### config.mk
export PLATFORM = sky130hd
export DESIGN_NAME = ras_fault_injection_node
export DESIGN_NICKNAME = d
export VERILOG_FILES = /design/src/hw/ras_node_pkg.sv /design/src/hw/node_links_if.sv /design/src/hw/fault_countdown.sv /design/src/hw/syndrome_encoder.sv /design/src/hw/ras_fault_injection_node.sv
export SDC_FILE = /design/constraint.sdc
export NUM_CORES = 1
export LEC_CHECK = 0
export BUFFER_PORTS_ARGS = -buffer_cell sky130_fd_sc_hd__buf_2
export CAP_MARGIN = 20
export CORE_ASPECT_RATIO = 1.75
export CORE_MARGIN = 1
export CORE_UTILIZATION = 61
export CTS_CLUSTER_DIAMETER = 50
export DETAILED_ROUTE_END_ITERATION = 10
export HOLD_SLACK_MARGIN = 0.1
export PLACE_DENSITY = 0.95
export REMOVE_ABC_BUFFERS = 1
export SLEW_MARGIN = 20
export SYNTH_ARGS = -nofsm -noshare
export SYNTH_HDL_FRONTEND = slang
export SYNTH_HIERARCHICAL = 1
export SYNTH_SLANG_ARGS = --single-unit
export TNS_END_PERCENT = 5
### constraint.sdc
create_clock -name clk_sys -period 6.3 [get_ports clk_sys]
set_clock_uncertainty 0.15 [all_clocks]
set_input_delay 1.26 -clock clk_sys [delete_from_list [all_inputs] [get_ports clk_sys]]
set_output_delay 1.26 -clock clk_sys [all_outputs]
set_load 0.05 [all_outputs]
### src/hw/ras_node_pkg.sv
// constants and types of the fault injection node
`default_nettype none
package ras_node_pkg;

   // ****************************************
   // register selection
   // ****************************************
   localparam logic [15:0] RECORD_SEL_NODE = 16'h0000;
   localparam logic [2:0]  REG_MISC0       = 3'h0;
   localparam logic [2:0]  REG_MISC1       = 3'h1;
   localparam logic [2:0]  REG_CDN         = 3'h2;
   localparam logic [2:0]  REG_CTL         = 3'h3;
   localparam logic [2:0]  REG_FEAT        = 3'h4;

   // ****************************************
   // reset and fixed values
   // ****************************************
   localparam logic [31:0] MISC0_HI_RESET  = 32'h00000000;
   localparam logic [31:0] MISC0_LO_RESET  = 32'h00000000;
   localparam logic [31:0] MISC0_HI_MASK   = 32'h0000FFFF;
   localparam logic [31:0] CDN_RESET       = 32'h00000000;
   localparam logic [31:0] CTL_RESET       = 32'h00000000;
   localparam logic [31:0] CTL_WRITE_MASK  = 32'hC0001FE3;
   localparam logic [31:0] FEAT_VALUE      = 32'hC0000062;
   localparam logic [4:0]  SERR_INJ_TAG    = 5'h05;
   localparam logic [4:0]  SERR_INJ_DATA   = 5'h06;

   // ****************************************
   // control field positions
   // ****************************************
   localparam int CTL_RUN    = 31;
   localparam int CTL_RELOAD = 30;
   localparam int CTL_MV     = 12;
   localparam int CTL_OF     = 0;
   localparam int CTL_CE_LSB = 6;
   localparam int CTL_DE     = 5;
   localparam int CTL_UC     = 1;

   // ****************************************
   // syndrome field layout
   // ****************************************
   localparam int WAY_LSB     = 28;
   localparam int INDEX_LSB   = 6;
   localparam int INDEX_W     = 13;
   localparam int ARRAY_LSB   = 4;
   localparam int L2_SIZE_LOG = 9;
   localparam int L2_IDX_W    = L2_SIZE_LOG + 3;
   localparam int TQ_IDX_W    = INDEX_W - 8;

   localparam logic [3:0] UNIT_L1I   = 4'h1;
   localparam logic [3:0] UNIT_L2TLB = 4'h2;
   localparam logic [3:0] UNIT_L1D   = 4'h4;
   localparam logic [3:0] UNIT_L2    = 4'h8;
   localparam logic [1:0] ARR_L2_DATA = 2'h1;
   localparam logic [1:0] ARR_L2_TQ   = 2'h2;
   localparam logic [1:0] ARR_L1I_TAG = 2'h0;
   localparam logic [1:0] ARR_L1I_DAT = 2'h1;
   localparam logic [1:0] ARR_L1I_MOP = 2'h2;

   typedef enum logic [1:0] {DET_L1I, DET_L2TLB, DET_L1D, DET_L2} det_unit_t;
   typedef enum logic [1:0] {INJ_NONE, INJ_CE, INJ_DE, INJ_UC} inj_kind_t;

endpackage
`default_nettype wire

### src/hw/node_links_if.sv
// links between the node and its counter and syndrome encoder
`timescale 1ns/1ps
`default_nettype none
interface countdown_if;
   import ras_node_pkg::*;
   logic        run_en;
   logic        reload_en;
   logic        start;
   logic [31:0] preset;
   logic        fire;
   logic        running;
   modport ctrl (output run_en, output reload_en, output start, output preset, input fire, input running);
   modport cnt  (input run_en, input reload_en, input start, input preset, output fire, output running);
endinterface

interface syndrome_if;
   import ras_node_pkg::*;
   det_unit_t   unit;
   logic [3:0]  hits;
   logic [12:0] index;
   logic [3:0]  way;
   logic [31:0] syndrome;
   modport src (output unit, output hits, output index, output way, input syndrome);
   modport enc (input unit, input hits, input index, input way, output syndrome);
endinterface
`default_nettype wire

### src/hw/fault_countdown.sv
// error generation countdown counter
`timescale 1ns/1ps
`default_nettype none
module fault_countdown
   import ras_node_pkg::*;
(
   // clock and reset
   input  wire logic   clk_sys,
   input  wire logic   rst_b,
   // control link
   countdown_if.cnt    cd
);

   typedef struct packed
   {
      logic        running;
      logic [31:0] count;
   } cnt_state_t;

   cnt_state_t state_reg;
   cnt_state_t state_next;

   // ****************************************
   // count logic
   // ****************************************
   always_comb
   begin
      state_next = state_reg;
      if (!cd.run_en)
      begin
         state_next.running = 1'b0;
      end
      else if (cd.start)
      begin
         state_next.running = 1'b1;
         state_next.count   = cd.preset;
      end
      else if (state_reg.running)
      begin
         if (state_reg.count == 32'h00000000)
         begin
            if (cd.reload_en)
            begin
               state_next.count = cd.preset;
            end
            else
            begin
               state_next.running = 1'b0;
            end
         end
         else
         begin
            state_next.count = state_reg.count - 32'h00000001;
         end
      end
   end

   always_ff @(posedge clk_sys or negedge rst_b)
   begin
      if (!rst_b)
      begin
         state_reg <= '0;
      end
      else
      begin
         state_reg <= state_next;
      end
   end

   assign cd.running = state_reg.running;
   assign cd.fire    = state_reg.running && cd.run_en && !cd.start && (state_reg.count == 32'h00000000);

endmodule
`default_nettype wire

### src/hw/syndrome_encoder.sv
// builds the low word of the miscellaneous syndrome from a detector report
`timescale 1ns/1ps
`default_nettype none
module syndrome_encoder
   import ras_node_pkg::*;
(
   // detector link
   syndrome_if.enc  sy
);

   function automatic logic [12:0] keep_low(input logic [12:0] idx, input int width);
      logic [12:0] mask;
      mask = 13'h1FFF >> (INDEX_W - width);
      return idx & mask;
   endfunction

   function automatic logic [1:0] first_hit(input logic [3:0] hits);
      logic [1:0] code;
      code = 2'h3;
      if (hits[2]) code = 2'h2;
      if (hits[1]) code = 2'h1;
      if (hits[0]) code = 2'h0;
      return code;
   endfunction

   logic [3:0]  unit_code;
   logic [1:0]  array_code;
   logic [12:0] index_field;
   logic [3:0]  way_field;

   // ****************************************
   // field encoding
   // ****************************************
   always_comb
   begin
      array_code  = first_hit(sy.hits);
      index_field = sy.index;
      way_field   = sy.way;
      unit_code   = UNIT_L1I;
      case (sy.unit)
         DET_L1I:
         begin
            unit_code = UNIT_L1I;
            if (sy.hits[1])
               array_code = ARR_L1I_DAT;
            else if (sy.hits[0])
               array_code = ARR_L1I_TAG;
            else
               array_code = ARR_L1I_MOP;
         end
         DET_L2TLB: unit_code = UNIT_L2TLB;
         DET_L1D:   unit_code = UNIT_L1D;
         DET_L2:
         begin
            unit_code = UNIT_L2;
            if (array_code != 2'h0)
               way_field = 4'h0;
            if (array_code == ARR_L2_DATA)
               index_field = keep_low(sy.index, L2_IDX_W);
            else if (array_code == ARR_L2_TQ)
               index_field = keep_low(sy.index, TQ_IDX_W);
            else if (array_code == 2'h3)
               index_field = 13'h0000;
         end
         default: unit_code = 4'h0;
      endcase
   end

   assign sy.syndrome = {way_field, 9'h000, index_field, array_code, unit_code};

endmodule
`default_nettype wire

### src/hw/ras_fault_injection_node.sv
// error record node with pseudo fault injection
//
// Operation
// - L2 data RAM index reports line index low bits, higher index bits zero.
// - L2 transaction queue index holds entry number, top eight bits unused.
// - L2 array code: tag, data, queue data, interconnect slave error ascending.
// - L1 data array code: tag copy0, tag copy1, data RAM, tag copy2.
// - L1 instruction array: tag 0, data 1, micro-op 2; data wins.
// - unit field one-hot: L1I, L2 TLB, L1D, L2 cache.
// - syndrome upper word clears on reset; lower word undefined.
// - second miscellaneous syndrome register reads zero, ignores writes.
// - 32-bit read-write countdown preset feeds the generation counter.
// - run enable bit 31 clear disables counter; setting loads preset, starts.
// - bit 30 at zero: clear stops counter, set reloads and continues.
// - bit 12 is misc-valid value written for injected record.
// - bit 11 is address-valid value written for injected record.
// - bits 10,9,8 are poison, reported, critical values for injected record.
// - bit 0 is overflow value written for injected record.
// - bits 7:6 select corrected fault type injected at counter zero.
// - bit 5 enables deferred error injection at counter trigger.
// - bits 4,3,2 enable latent, signaled, unrecoverable injection; here they are not writable and read zero.
// - bit 1 enables uncontainable error injection at counter trigger.
// - type and syndrome controls undefined on cold reset, kept on recovery.
// - unsupported controls and bits 29:13 read zero, ignore writes.
// - only restart, corrected, deferred, uncontainable supported; feature reads 0xC0000062.
// - injected errors recorded with code 0x5 tag, 0x6 data.
// - injection control register reads zero after reset.
`timescale 1ns/1ps
`default_nettype none
module ras_fault_injection_node
   import ras_node_pkg::*;
(
   // clock and resets
   input  wire logic        clk_sys,
   input  wire logic        rst_b,
   input  wire logic        recovery_rst,
   // selected-record register port
   input  wire logic [15:0] record_sel,
   input  wire logic        sysreg_rd,
   input  wire logic        sysreg_wr,
   input  wire logic [2:0]  sysreg_id,
   input  wire logic [63:0] sysreg_wdata,
   output logic      [63:0] sysreg_rdata,
   output logic             sysreg_ack,
   // detector reports
   input  wire logic        det_valid,
   input  wire det_unit_t   det_unit,
   input  wire logic [3:0]  det_hits,
   input  wire logic [12:0] det_index,
   input  wire logic [3:0]  det_way,
   // injection target and record output
   input  wire logic        inject_to_tag,
   output logic             inj_valid,
   output inj_kind_t        inj_kind,
   output logic      [1:0]  inj_ce_type,
   output logic      [4:0]  inj_serr,
   output logic      [5:0]  inj_status_flags,
   // counter state
   output logic             countdown_active
);

   // ****************************************
   // state
   // ****************************************
   typedef struct packed
   {
      logic [63:0] misc0;
      logic [31:0] countdown_preset;
      logic [31:0] ctl;
      logic        run_q;
      logic [63:0] rdata;
      logic        ack;
      logic        inj_valid;
      inj_kind_t   inj_kind;
      logic [1:0]  inj_ce;
      logic [4:0]  inj_serr;
      logic [5:0]  inj_flags;
      logic        active;
   } node_state_t;

   node_state_t state_reg;
   node_state_t state_next;

   countdown_if cd ();
   syndrome_if  sy ();

   logic sel_ok;

   // ****************************************
   // helpers
   // ****************************************
   function automatic logic [31:0] ctl_legal(input logic [31:0] value);
      return value & CTL_WRITE_MASK;
   endfunction

   function automatic inj_kind_t inject_pick(input logic [31:0] ctl);
      inj_kind_t kind;
      kind = INJ_NONE;
      if (ctl[CTL_CE_LSB +: 2] != 2'h0)
         kind = INJ_CE;
      if (ctl[CTL_DE])
         kind = INJ_DE;
      if (ctl[CTL_UC])
         kind = INJ_UC;
      return kind;
   endfunction

   // ****************************************
   // sub-blocks
   // ****************************************
   fault_countdown u_countdown
   (
      .clk_sys (clk_sys),
      .rst_b   (rst_b),
      .cd      (cd)
   );

   syndrome_encoder u_encoder
   (
      .sy (sy)
   );

   assign cd.run_en    = state_reg.ctl[CTL_RUN];
   assign cd.reload_en = state_reg.ctl[CTL_RELOAD];
   assign cd.start     = state_reg.ctl[CTL_RUN] & ~state_reg.run_q;
   assign cd.preset    = state_reg.countdown_preset;

   assign sy.unit  = det_unit;
   assign sy.hits  = det_hits;
   assign sy.index = det_index;
   assign sy.way   = det_way;

   assign sel_ok = (record_sel == RECORD_SEL_NODE);

   // ****************************************
   // next state
   // ****************************************
   always_comb
   begin
      state_next           = state_reg;
      state_next.run_q     = state_reg.ctl[CTL_RUN];
      state_next.ack       = 1'b0;
      state_next.inj_valid = 1'b0;
      state_next.active    = cd.running;

      // register writes
      if (sysreg_wr && sel_ok)
      begin
         case (sysreg_id)
            REG_MISC0:
            begin
               state_next.misc0 = {sysreg_wdata[63:32] & MISC0_HI_MASK, sysreg_wdata[31:0]};
            end
            REG_CDN:
            begin
               state_next.countdown_preset = sysreg_wdata[31:0];
            end
            REG_CTL:
            begin
               state_next.ctl = ctl_legal(sysreg_wdata[31:0]);
            end
            default:
            begin
               state_next.misc0 = state_next.misc0;
            end
         endcase
      end

      // detector report wins over a write in the same cycle for the low word only; the upper word still takes the write
      if (det_valid)
      begin
         state_next.misc0[31:0] = sy.syndrome;
      end

      // recovery reset stops the counter, keeps type and syndrome fields
      if (recovery_rst)
      begin
         state_next.ctl[CTL_RUN] = 1'b0;
      end

      // register reads
      if (sysreg_rd)
      begin
         state_next.ack   = 1'b1;
         state_next.rdata = 64'h0000000000000000;
         if (sel_ok)
         begin
            case (sysreg_id)
               REG_MISC0: state_next.rdata = state_reg.misc0;
               REG_MISC1: state_next.rdata = 64'h0000000000000000;
               REG_CDN:   state_next.rdata = {32'h00000000, state_reg.countdown_preset};
               REG_CTL:   state_next.rdata = {32'h00000000, state_reg.ctl};
               REG_FEAT:  state_next.rdata = {32'h00000000, FEAT_VALUE};
               default:   state_next.rdata = 64'h0000000000000000;
            endcase
         end
      end

      // injection at counter trigger
      if (cd.fire && (inject_pick(state_reg.ctl) != INJ_NONE))
      begin
         state_next.inj_valid = 1'b1;
         state_next.inj_kind  = inject_pick(state_reg.ctl);
         state_next.inj_ce    = state_reg.ctl[CTL_CE_LSB +: 2];
         state_next.inj_serr  = inject_to_tag ? SERR_INJ_TAG : SERR_INJ_DATA;
         state_next.inj_flags = {state_reg.ctl[CTL_MV -: 5], state_reg.ctl[CTL_OF]};
      end
   end

   // ****************************************
   // state register
   // ****************************************
   always_ff @(posedge clk_sys or negedge rst_b)
   begin
      if (!rst_b)
      begin
         state_reg           <= '0;
         state_reg.misc0     <= {MISC0_HI_RESET, MISC0_LO_RESET};
         state_reg.countdown_preset       <= CDN_RESET;
         state_reg.ctl       <= CTL_RESET;
         state_reg.inj_kind  <= INJ_NONE;
      end
      else
      begin
         state_reg <= state_next;
      end
   end

   // ****************************************
   // outputs
   // ****************************************
   assign sysreg_rdata     = state_reg.rdata;
   assign sysreg_ack       = state_reg.ack;
   assign inj_valid        = state_reg.inj_valid;
   assign inj_kind         = state_reg.inj_kind;
   assign inj_ce_type      = state_reg.inj_ce;
   assign inj_serr         = state_reg.inj_serr;
   assign inj_status_flags = state_reg.inj_flags;
   assign countdown_active = state_reg.active;

endmodule
`default_nettype wire

### After elaboration in Yosys (flattened, before gate mapping)

Cells that the tools add are included.

| operators by class | value |
|---|---|
| bitwise operators | 2 |
| add/sub/neg operators | 1 |
| equality and inequality tests | 10 |
| reduce and logical (&&, ||, !) cells | 24 |
| multiplexer cells | 34 |

Operators by type and width:

| kind | count |
|---|---|
| $mux 32 | 6 |
| $pmux 48 s4 | 1 |
| $mux 96 | 1 |
| $mux 33 | 2 |
| $mux 13 | 4 |
| $mux 48 | 1 |
| $logic_not 32->1 | 1 |
| $sub 32x1->32 const B | 1 |
| $logic_not 16->1 | 1 |
| $mux 16 | 1 |
| $mux 2 | 8 |
| $pmux 4 s4 | 1 |
| $reduce_bool 2->1 | 8 |
| $reduce_and 2->1 | 5 |
| $eq 2x2->1 const B | 4 |
| $mux 4 | 2 |
| $mux 1 | 7 |
| $eq 3x2->1 const B | 2 |
| $logic_and 1x1->1 | 5 |
| $eq 2x1->1 const B | 2 |
| $eq 3x3->1 const B | 1 |
| $logic_not 3->1 | 1 |
| $ne 3x2->1 const B | 1 |
| $reduce_and 3->1 | 1 |
| 4 further kinds | 4 |

| storage, ports and cells | value |
|---|---|
| input port bits | 113 |
| output and inout port bits | 82 |
| logic and storage cells | 87 |
| register bits | 192 |

### Logic depth before layout (Yosys ltp)

Gate-level depths: netlist (run 1).

| logic depth | value |
|---|---|
| depth after elaboration | 9 |
| mapped depth | 12 |
| gate-level depth less buffers | 10 |

### Modules after synthesis

The synthesis (run 1) kept the hierarchy.

By module, submodules not included:

| module | sequential area each (µm²) | cells each | times used | area each (µm²) |
|---|---|---|---|---|
| ras_fault_injection_node | 3928.8 | 647 | 1 | 7559.8 |
| fault_countdown | 825.8 | 318 | 1 | 2643.8 |
| syndrome_encoder | 0.0 | 39 | 1 | 311.5 |

### Worst setup path after synthesis (run 1)

Ideal clock, no wire load.

| path | value |
|---|---|
| path type | input port to flip-flop |
| start | input port record_sel[1] |
| end | register state_reg, in the netlist cd.preset[10] |
| stages | 7 |
| setup time | 0.127 ns |
| data required time | 6.023 ns |
| data arrival time | 2.592 ns |
| path buffers | 3 |
| path slack | 3.431 ns |
| path through | nor4_2 -> and2_1 -> buf_4 -> and3_4 -> buf_8 -> buf_12 -> mux2_1 |

| between the ends | value |
|---|---|
| longest elaborated chain between the ends | 3 |

Ends and longest elaborated chain:

| what | line | RTL |
|---|---|---|
| start: declaration | ras_fault_injection_node.sv:38 | `input wire logic [15:0] record_sel,` |
| $logic_not 16->1 | ras_fault_injection_node.sv:133 | `assign sel_ok = (record_sel == RECORD_SEL_NODE);` |
| $logic_and 1x1->1 | ras_fault_injection_node.sv:147 | `if (sysreg_wr && sel_ok)` |
| $reduce_and 2->1 (no line) | -- |  |
| end signal: assignment | ras_fault_injection_node.sv:225 | `state_reg <= state_next;` |
| end: declaration | ras_fault_injection_node.sv:81 | `node_state_t state_reg;` |

No other way between the ends.
A chain may end at the register's enable or synchronous reset.

### Final worst setup path (run 1)

| path | value |
|---|---|
| start | register u_countdown/state_reg[0] (netlist name) |
| end | register state_reg, in the netlist inj_status_flags[5] |

| between the ends | value |
|---|---|
| longest elaborated chain between the ends | 3 |

Ends and longest elaborated chain:

| what | line | RTL |
|---|---|---|
| start: declaration | fault_countdown.sv:20 | `cnt_state_t state_reg;` |
| start signal: assignment | fault_countdown.sv:66 | `state_reg <= state_next;` |
| $logic_not 32->1 | fault_countdown.sv:71 | `assign cd.fire = state_reg.running && cd.run_en && !cd.start && (state_reg.count == 32'h00000000);` |
| $logic_and 1x1->1 | fault_countdown.sv:71 |  |
| via cd.fire | node_links_if.sv:10 | `logic fire;` |
| $logic_and 1x1->1 | ras_fault_injection_node.sv:200 | `if (cd.fire && (inject_pick(state_reg.ctl) != INJ_NONE))` |

The timed path passes the listed nets, and every way through them passes these cells.

==> results by group, run 1 <==
Worst setup path
  • Max FO, Critical Path: 19
  • CP Capture Type: register
  • Worst EP arrival: 3.97 ns
  • Critical Path Start Type: register
  • WP data required: 6.53 ns
  • Crit Path Category: register to register

Timing
  • Setup Viol. Count Final: 0
  • Worst Tran Pin Value: 1.101 ns
  • Final max-slew violation count: 0
  • Setup TNS: 0 ns
  • Hold WS: 0.3104 ns
  • Fin. Hold Viols: 0
  • Final worst path period need: 3.739 ns
  • Relative slew margins: 26.57%
  • Final worst path period share: 59.34%
  • Max frequency: 0.2675 GHz
  • RSZ-0062 raised after global routing: no

Placement
  • IO Port Bufs: 159
  • RePlAce Congestion: 0.9329
  • Post-DP HPWL: 19050 um
  • Cell Area, Placed: 10730 um^2

Synthesis
  • Syn Inst Count: 1004
  • Post-Syn Area: 10520 um^2
  • Count of cell types in the netlist: 90
  • Synth Register Bits: 190
  • YS warnings: 6
  • EDFF count, synth: 0
  • Async set-reset flop share out of synthesis: 100.0%
  • Register area share after synthesis: 45.22%
  • Main synth FF type: dfrtp_1
  • Synth Area per Inst: 10.47 um^2

Finish
  • Area growth from synthesis to layout: 7.544%
  • Max FFs per register: 59
  • Fin util: 67.04%
  • Nets@finish: 1174
  • Commonest cells after routing, fill and taps aside: dfrtp_1 (190), buf_2 (158), o21ai_0 (56), a21oi_1 (56), nand2_1 (56)
  • Layout cell share with drive strength beyond 1: 27.15%
  • Most common cell after layout, fill and taps aside: dfrtp_1
  • Layout fillers: 1193
  • Design Area, Final: 11310 um^2

Clocking
  • H-tree levels: 4
  • # clock sinks: 190
  • Root Driver: clkbuf_16
  • # Post-CTS Setup Buffers: 0
  • Post-cts sizing count: 0
  • CTS max path bufs: 2
  • CTS tree: yes
  • Clock transition at path regs: 0.07 ns
  • Num CTS Buffers: 17
  • Hold-fix buffers, CTS: 0
  • Worst skew pair latency: 0.44 ns

Floorplan
  • Die Width: 101.3 um
  • Die area: 17790 um^2
  • Cell Rows: 63
  • I/O Pins: 195
  • Initial Util: 62.33%
  • CORE AREA: 16870 um^2
  • Die boundary height: 175.7 um

Route
  • Routed wire length: 29390 um
  • Vias post-DR: 8729
  • Final ANT Viol Nets: 0
  • TritonRoute pass-1 iters: 7
  • Vias per cell: 6.709
  • Drt wl/cell: 22.59 um
  • Starting DRT DRC Count: 1054
  • # DRC: 0

Global route
  • Initial antenna violation count: 2
  • Largest net degree at the start of global routing: 93
  • Vias in the first global route: 8937
  • Total global-route track usage: 34.90%
  • Total grt overflow: 0
  • First-pass GRT wire length: 47090 um

Outcome
  • Outcome: finished, final reports clean

Pwr
  • Power per cell area: 222.0 nW/um^2
  • Leakage: 5.358 nW
  • Worst vdd ir: 183.0 uV

Hold path
  • Hold Crit Class: register to register

Flow run
  • Max_cap viols: 0
==> per-stage QoR <==
| step | cells | power (mW) | worst slack [ns] |
|---|---|---|---|
| 4_1_cts | 1299 | 2.511 | 2.725 |
| 3_3_place_gp | 1268 | 1.446 | 2.442 |
| 5_1_grt | 1301 | 2.578 | 2.369 |
| 2_1_floorplan | 868 | 1.355 | 2.737 |
| 6_report | 1301 | 2.510 | 2.561 |
| 3_5_place_dp | 1268 | 1.454 | 2.383 |
==> synth_stat cells, types with 5 or more instances <==
library cell | number | share of area [%]
o22ai_1 | 6 | 0.36
o31ai_1 | 8 | 0.57
and3_1 | 7 | 0.42
nor2b_1 | 35 | 2.1
clkbuf_1 | 41 | 1.5
a22o_1 | 18 | 1.5
a22oi_1 | 26 | 1.9
o32ai_2 | 5 | 0.77
nor3_1 | 12 | 0.57
mux2_2 | 10 | 1.1
buf_6 | 5 | 0.54
a2bb2oi_1 | 8 | 0.67
buf_2 | 16 | 0.76
mux2_4 | 27 | 3.9
o32ai_1 | 5 | 0.42
a31oi_1 | 43 | 2.6
o21ai_0 | 56 | 2.7
inv_1 | 25 | 0.89
and2_1 | 11 | 0.65
o21a_1 | 7 | 0.50
nor4_2 | 7 | 0.83
a21oi_1 | 56 | 2.7
nand2_1 | 56 | 2.0
o2bb2ai_1 | 29 | 2.4
nand3_1 | 6 | 0.29
a21boi_2 | 5 | 0.54
mux2i_1 | 19 | 1.8
nor4_1 | 8 | 0.48
mux2_1 | 23 | 2.5
dfrtp_1 | 190 | 45
nor2_1 | 39 | 1.4
buf_4 | 94 | 6.7
nand4_1 | 6 | 0.36
==> cell type report <==
type | instances | area (um^2) | share of cell area (%)
Tap cell | 227 | 284.0 | 2.512
Multi-Input combinational cell | 651 | 4681 | 41.39
Timing Repair Buffer | 173 | 909.6 | 8.044
Inverter | 27 | 101.3 | 0.8962
Clock buffer | 21 | 460.4 | 4.072
Clock inverter | 10 | 112.6 | 0.9958
Sequential cell | 190 | 4755 | 42.04
Antenna cell | 2 | 5.005 | 0.04426
==> where the power goes <==
| group | internal (mW) | switching (mW) | total, mW |
|---|---|---|---|
| clock network | 0.603 | 0.471 | 1.07 |
| logic | 0.0586 | 0.128 | 0.187 |
| registers | 1.24 | 0.0105 | 1.25 |
==> path summary, 6_finish.rpt <==
| kind | cells past startpoint | from | end | slack (ns) |
|---|---|---|---|---|
| min in group asynchronous | 1 | rst_b | sysreg_rdata[18] | 0.74 |
| max in group asynchronous | 2 | rst_b | state_reg[159] | 3.95 |
| worst max-delay path | 11 | u_countdown/state_reg[0] | inj_status_flags[5] | 2.56 |
| worst min register to register | 1 | inj_serr[2] | inj_serr[2] | 0.31 |
| worst min-delay path | 1 | inj_serr[2] | inj_serr[2] | 0.31 |
| worst max register to register | 11 | u_countdown/state_reg[0] | inj_status_flags[5] | 2.56 |
==> cells by family after synthesis <==
family | after synthesis | synth area share [%]
other | 2 | 0.07142
multiplexers | 79 | 9.198
adder cells (fa/ha/maj) | 1 | 0.1190
AND/OR/NAND/NOR | 237 | 13.61
AO/OA/AOI/OAI | 304 | 20.35
buffers and inverters | 188 | 11.19
flip-flops | 190 | 45.22
XOR/XNOR | 3 | 0.2499
==> worst max-delay path: stages, from the launching register on <==
cell and delay [ns]:
dfrtp_1 0.43, inv_1 0.15, ha_1 0.24, nor3b_2 0.30
and4_1 0.50, nand3_2 0.50, nor2_1 0.69, o41ai_2 0.18
buf_4 0.22, clkinv_1 0.15, nand2_1 0.10, nand2_1 0.06
==> per-layer routing <==
metal,GRT usage (%),routed length (um)
met1,41.62,10250
met2,56.29,14620
met3,6.884,2513
met4,23.79,2001
met5,0,0
Note: power is estimated with default switching activity, not from simulation.
==> run 2, diff against run 1 <==
--- a/config.mk
+++ b/config.mk
@@ -9,11 +9,11 @@
 export CAP_MARGIN = 20
 export CORE_ASPECT_RATIO = 1.75
 export CORE_MARGIN = 1
-export CORE_UTILIZATION = 61
+export CORE_UTILIZATION = 51
 export CTS_CLUSTER_DIAMETER = 50
 export DETAILED_ROUTE_END_ITERATION = 10
 export HOLD_SLACK_MARGIN = 0.1
-export PLACE_DENSITY = 0.95
+export PLACE_DENSITY = 0.86
 export REMOVE_ABC_BUFFERS = 1
 export SLEW_MARGIN = 20
 export SYNTH_ARGS = -nofsm -noshare
==> constraint.sdc (replaced) <==
create_clock -name clk_sys -period 3.35 [get_ports clk_sys]
set_clock_uncertainty 0.15 [all_clocks]
set_input_delay 0.67 -clock clk_sys [delete_from_list [all_inputs] [get_ports clk_sys]]
set_output_delay 0.67 -clock clk_sys [all_outputs]
set_load 0.05 [all_outputs]
==> results by group, run 2 (synthesis results as in run 1) <==
Pwr
  • Switching pwr: 1.180 mW (+94%)
  • Design Power: 4.806 mW (+91%)
  • Switching share of total power: 24.55% (+0.27 points)
  • Power per cell area: 415.7 nW/um^2 (+87%)
  • Worst vdd ir: 362.0 uV (+98%)
  • Internal: 3.626 mW (+91%)
  • Flop pwr share: 48.9% (-0.9 points)
  • Leakage: 5.484 nW (+2.3%)
  • Combinational share of power: 7.6% (about the same)
  • Clock power frac: 43.5% (+0.7 points)

Route
  • # DRC: 0 (unchanged)
  • Starting DRT DRC Count: 867 (-18%)
  • Vias per cell: 6.352 (-5.3%)
  • TritonRoute pass-1 iters: 8 (+1)
  • Drt wl/cell: 21.86 um (-3.2%)
  • Routed wire length: 29430 um (+0.15%)
  • Vias post-DR: 8550 (-2.1%)
  • Final ANT Viol Nets: 0 (unchanged)

Worst setup path
  • CP max stage delay: 0.52 ns (-0.17 ns)
  • Critical path, cell by cell: nor2b_2 -> buf_4 -> o21ai_0 -> a41o_1 -> inv_2 -> o21ai_0 -> o2bb2ai_1
  • Most common cell on crit path: o21ai_0
  • WP buf/inv: 2 (-1)
  • Crit Path Category: register to register
  • Slowest CP cell: dfrtp_1
  • Max FO, Critical Path: 36 (+17)
  • Worst r2r path cells: 7 (-4)
  • Flop2flop setup slack: 0.64 ns (-1.92 ns)
  • CP Capture Type: register
  • Crit-path leading delay family: compound AO/OA/AOI/OAI gates
  • Worst R2R Start: cd.run_en
  • Worst EP arrival: 2.89 ns (-1.08 ns)
  • WP data required: 3.54 ns (-2.99 ns)
  • Crit Reg-Reg Endpoint: u_countdown/state_reg[15]
  • Critical Path Start Type: register

Global route
  • Grt met3 use: 5.743% (-1.1 points)
  • Initial antenna violation count: 2 (unchanged)
  • Met2 usage: 47.66% (-8.6 points)
  • GR peak layer: met2
  • Met1 global-route usage: 31.19% (-10 points)
  • First-pass GRT wire length: 45710 um (-2.9%)
  • Vias in the first global route: 8526 (-4.6%)
  • Total grt overflow: 0 (unchanged)
  • Largest net degree at the start of global routing: 73 (-22%)
  • Total global-route track usage: 27.71% (-7.2 points)

Floorplan
  • Die boundary height: 192.0 um (+9.3%)
  • Initial Util: 51.83% (-11 points)
  • Cell Rows: 69 (+9.5%)
  • Die Width: 110.5 um (+9.2%)
  • CORE AREA: 20290 um^2 (+20%)
  • I/O Pins: 195 (unchanged)
  • Die area: 21220 um^2 (+19%)

Timing
  • Final worst path period share: 80.83% (+21 points)
  • Final max-slew violation count: 0 (unchanged)
  • Setup Viol. Count Final: 0 (unchanged)
  • Setup WS post-layout: 0.6422 ns (-1.919 ns)
  • Fin. Hold Viols: 0 (unchanged)
  • Worst Tran Pin Value: 1.055 ns (-0.04695 ns)
  • Final worst path period need: 2.708 ns (-1.031 ns)
  • RSZ-0062 raised after global routing: no
  • Relative slew margins: 28.93% (+2.4 points)
  • Max frequency: 0.3693 GHz (+38%)

Clocking
  • Post-cts sizing count: 0 (unchanged)
  • H-tree levels: 4 (unchanged)
  • Num CTS Buffers: 17 (unchanged)
  • Worst skew pair latency: 0.45 ns (about the same)
  • # clock sinks: 190 (unchanged)
  • # Post-CTS Setup Buffers: 0 (unchanged)
  • Hold-fix buffers, CTS: 0 (unchanged)
  • Clock transition at path regs: 0.08 ns (about the same)
  • CTS tree: yes
  • Root Driver: clkbuf_16
  • CTS max path bufs: 2 (unchanged)

Finish
  • Max FFs per register: 59 (unchanged)
  • Commonest cells after routing, fill and taps aside: dfrtp_1 (190), buf_2 (158), o21ai_0 (56), a21oi_1 (56), nand2_1 (56)
  • Design Area, Final: 11560 um^2 (+2.2%)
  • Nets@finish: 1198 (+2.0%)
  • Area growth from synthesis to layout: 9.948%
  • Layout cell share with drive strength beyond 1: 28.74% (+1.6 points)
  • Most common cell after layout, fill and taps aside: dfrtp_1
  • Fin util: 56.98% (-10 points)

Placement
  • RePlAce Congestion: 0.9397 (+0.73%)
  • IO Port Bufs: 159 (unchanged)
  • Cell Area, Placed: 10960 um^2 (+2.2%)
  • Post-DP HPWL: 19850 um (+4.2%)
  • Dpl ws: 0.5577 ns (-1.825 ns)

Outcome
  • Outcome: finished, final reports clean

Flow run
  • Max_cap viols: 0 (unchanged)

Hold path
  • Hold Crit Class: input pin to asynchronous set/reset pin
run 2: cell types whose count changed in the layout (fill, tap and decap cells not counted), sizes merged:
cell | before | now
clkbuf | 22 | 20
inv | 28 | 29
clkinv | 5 | 4
clkinvlp | 2 | 3
bufinv | 2 | 3
buf | 172 | 196
run 2: routing by layer:
metal,part of all wire [%],vias up
li1,-,3706
met1,35,4190
met2,51,515
met3,8.0,139
met4,5.7,0
met5,0,-
run 2: how the worst max path moves through the flow:
stage | startpoint | to | depth (start not counted)
finish | cd.run_en | u_countdown/state_reg[15] | 7
global route | u_countdown/state_reg[2] | u_countdown/state_reg[29] | 5
CTS | cd.run_en | u_countdown/state_reg[15] | 7
detailed placement | record_sel[15] | cd.preset[30] | 6
global placement | record_sel[11] | cd.preset[30] | 6
floorplan | cd.run_en | inj_serr[0] | 8
run 2: power by group through the flow:
stage	Clock [mW]	Sequential (mW)	Combinational, mW
final	2.09	2.35	0.367
after global routing	2.19	2.35	0.397
after CTS	2.11	2.35	0.362
after detailed placement	0	2.39	0.356
after global placement	0	2.39	0.348
after floorplan	0	2.39	0.160
run 2: through the flow:
step / hold slack [ns] / setup TNS (ns) / instances
2_1_floorplan: 0.2244 / -1.990 / 868
3_3_place_gp: 0.2964 / 0 / 1313
3_5_place_dp: 0.3099 / 0 / 1313
4_1_cts: 0.1048 / 0 / 1344
5_1_grt: 0.1277 / 0 / 1346
6_report: 0.06160 / 0 / 1346
run 2: area by class of cell:
type / count / area [um^2]
Antenna cell: 2 / 5.005
Clock buffer: 19 / 432.9
Clock inverter: 12 / 161.4
Fill cell: 1674 / 8727
Inverter: 27 / 101.3
Multi-Input combinational cell: 651 / 4681
Sequential cell: 190 / 4755
Tap cell: 248 / 310.3
Timing Repair Buffer: 197 / 1115
run 2: worst reg2reg max path: cells and delay by family, from the launching register on:
family	cells	cell delay [ns]
AOI/OAI and AO/OA	4	0.94
buffers and inverters	2	0.77
DFF	1	0.52
and+or+nand+nor	1	0.23
==> run 3, diff against run 2 <==
==> constraint.sdc (replaced) <==
create_clock -name clk_sys -period 2.2 [get_ports clk_sys]
set_clock_uncertainty 0.15 [all_clocks]
set_input_delay 0.44 -clock clk_sys [delete_from_list [all_inputs] [get_ports clk_sys]]
set_output_delay 0.44 -clock clk_sys [all_outputs]
set_load 0.05 [all_outputs]
==> results by group, run 3 (synthesis results as in run 1) <==
Route
  • Drt wl/cell: 22.46 um (+2.7%)
  • Final ANT Viol Nets: 0 (unchanged)
  • Starting DRT DRC Count: 723 (-17%)
  • Vias per cell: 6.405 (+0.84%)
  • Routed wire length: 33200 um (+13%)
  • # DRC: 0 (unchanged)
  • TritonRoute pass-1 iters: 6 (-2)
  • Vias post-DR: 9467 (+11%)

Pwr
  • Switching pwr: 1.883 mW (+60%)
  • Flop pwr share: 47.6% (-1.3 points)
  • Clock power frac: 43.9% (+0.4 points)
  • Leakage: 6.308 nW (+15%)
  • Switching share of total power: 25.04% (+0.49 points)
  • Combinational share of power: 8.5% (+0.9 points)
  • Design Power: 7.519 mW (+56%)
  • Power per cell area: 572.8 nW/um^2 (+38%)
  • Worst vdd ir: 432.3 uV (+19%)
  • Internal: 5.636 mW (+55%)

Worst setup path
  • CP Capture Type: register
  • WP data required: 2.40 ns (-1.14 ns)
  • Critical Path Start Type: register
  • Critical path, cell by cell: buf_4 -> or3_1 -> nor4_4 -> xnor2_1 -> o31a_1 -> o31ai_1
  • Crit-path leading delay family: simple AND/OR/NAND/NOR gates
  • CP max stage delay: 0.54 ns (+0.02 ns)
  • WP buf/inv: 1 (-1)
  • Flop2flop setup slack: -0.15 ns (-0.79 ns)
  • Slowest CP cell: or3_1
  • Max FO, Critical Path: 6 (-83%)
  • Crit Path Category: register to register
  • Crit Reg-Reg Endpoint: u_countdown/state_reg[9]
  • Worst r2r path cells: 6 (-1)
  • CP Depth: 6 (-1)
  • Critical path endpoint: u_countdown/state_reg[9]
  • Critical Path Start: u_countdown/state_reg[4]
  • Worst R2R Start: u_countdown/state_reg[4]
  • Worst EP arrival: 2.55 ns (-0.34 ns)

Finish
  • Layout cell share with drive strength beyond 1: 36.13% (+7.4 points)
  • Non-Filler Instances: 1478 (+9.8%)
  • Nets@finish: 1330 (+11%)
  • Commonest cells after routing, fill and taps aside: dfrtp_1 (190), buf_2 (158), buf_4 (107), nand2_1 (55), a21oi_1 (54)
  • Area growth from synthesis to layout: 24.83%
  • Most common cell after layout, fill and taps aside: dfrtp_1
  • Max FFs per register: 59 (unchanged)

Timing
  • Hold WS: 0.1156 ns (+0.05397 ns)
  • Final worst path period share: 106.7% (+26 points)
  • Fin. Hold Viols: 0 (unchanged)
  • Setup Viol. Count Final: 2 (+2)
  • Setup TNS: -0.1484 ns (-0.1484 ns)
  • Relative slew margins: 58.91% (+30 points)
  • Worst Tran Pin Value: 0.6096 ns (-0.4449 ns)
  • RSZ-0062 raised after global routing: yes
  • Final max-slew violation count: 0 (unchanged)
  • Setup WS post-layout: -0.1469 ns (-0.7890 ns)
  • Final worst path period need: 2.347 ns (-0.3610 ns)
  • Max frequency: 0.4261 GHz (+15%)

Floorplan
  • Die boundary height: 192.0 um (unchanged)
  • Cell Rows: 69 (unchanged)
  • Die Width: 110.5 um (unchanged)
  • Die area: 21220 um^2 (unchanged)
  • CORE AREA: 20290 um^2 (unchanged)
  • I/O Pins: 195 (unchanged)
  • Initial Util: 51.83% (unchanged)

Hold path
  • Hold Crit Class: input pin to register

Placement
  • RePlAce Congestion: 0.9689 (+3.1%)
  • Dpl ws: -0.2541 ns (-0.8119 ns)
  • IO Port Bufs: 159 (unchanged)
  • Cells after DPL: 1401 (+6.7%)
  • Post-DP HPWL: 21560 um (+8.6%)

Clocking
  • Root Driver: clkbuf_16
  • Clock transition at path regs: 0.07 ns (about the same)
  • # clock sinks: 190 (unchanged)
  • Worst skew pair latency: 0.44 ns (about the same)
  • H-tree levels: 4 (unchanged)
  • Num CTS Buffers: 17 (unchanged)
  • CTS max path bufs: 2 (unchanged)
  • CTS tree: yes

Flow run
  • Max_cap viols: 0 (unchanged)

Global route
  • Total global-route track usage: 30.24% (+2.5 points)
  • Largest net degree at the start of global routing: 59 (-19%)
  • Vias in the first global route: 9594 (+13%)
  • Total grt overflow: 0 (unchanged)
  • First-pass GRT wire length: 50100 um (+9.6%)
  • Initial antenna violation count: 1 (-1)

Outcome
  • Failing checks: setup timing
  • Outcome: finished with violations
[run 3: cell count changes in the layout (fill, tap and decap cells not counted), moves of 10 or more]
cell           previous run  this run
buf_12                    2        17
buf_4                    36       107
buf_6                     0        10
dlygate4sd3_1             0        32
[run 3: timing repair]
action	4_1_cts	5_1_grt
gates cloned	0	2
resized for setup	23	38
pin swaps	2	25
setup buffers	2	8
hold buffers	30	2
hold endpoints to repair	82	2
endpoints found under the setup margin	36	42
[run 3: power by group through the flow]
stage / Sequential [mW] / Combinational (mW) / Clock (mW)
detailed placement: 3.64 / 0.579 / 0
CTS: 3.57 / 0.627 / 3.33
global route: 3.58 / 0.690 / 3.46
global placement: 3.64 / 0.562 / 0
finish: 3.58 / 0.642 / 3.30
floorplan: 3.64 / 0.243 / 0
[run 3: area by class of cell]
class / count / area, um^2
Clock inverter: 14 / 180.2
Inverter: 27 / 107.6
Sequential cell: 190 / 4755
Fill cell: 1418 / 7162
Clock buffer: 18 / 439.2
Antenna cell: 1 / 2.502
Multi-Input combinational cell: 652 / 4896
Tap cell: 248 / 310.3
Timing Repair Buffer: 328 / 2436
[run 3: how the worst min path moves through the flow]
stage,startpoint,cells past startpoint,slack [ns],endpoint
2_1_floorplan,rst_b,0,-0.006,cd.preset[0]
3_3_place_gp,inj_serr[2],1,0.30,inj_serr[2]
3_5_place_dp,inj_status_flags[3],2,0.31,inj_status_flags[3]
4_1_cts,sysreg_wdata[18],2,0.10,cd.preset[18]
5_1_grt,sysreg_wdata[19],2,0.10,cd.preset[19]
6_report,sysreg_wdata[27],2,0.12,cd.preset[27]
[run 3: through the flow]
stage                     instance area, um^2  util [%]
final                                   13130     64.70
after global routing                    13130     64.70
after CTS                               12840     63.30
after detailed placement                11790     58.09
after global placement                  11790     58.09
after floorplan                          9534         -
[run 3: metal layers]
layer / part of all wire (%) / vias to the layer above / GRT usage [%]
met2: 51 / 610 / 51.15
met1: 35 / 4682 / 33.56
met5: 0 / - / 0
met4: 6.9 / 0 / 23.64
li1: - / 3985 / -
met3: 7.3 / 190 / 5.617
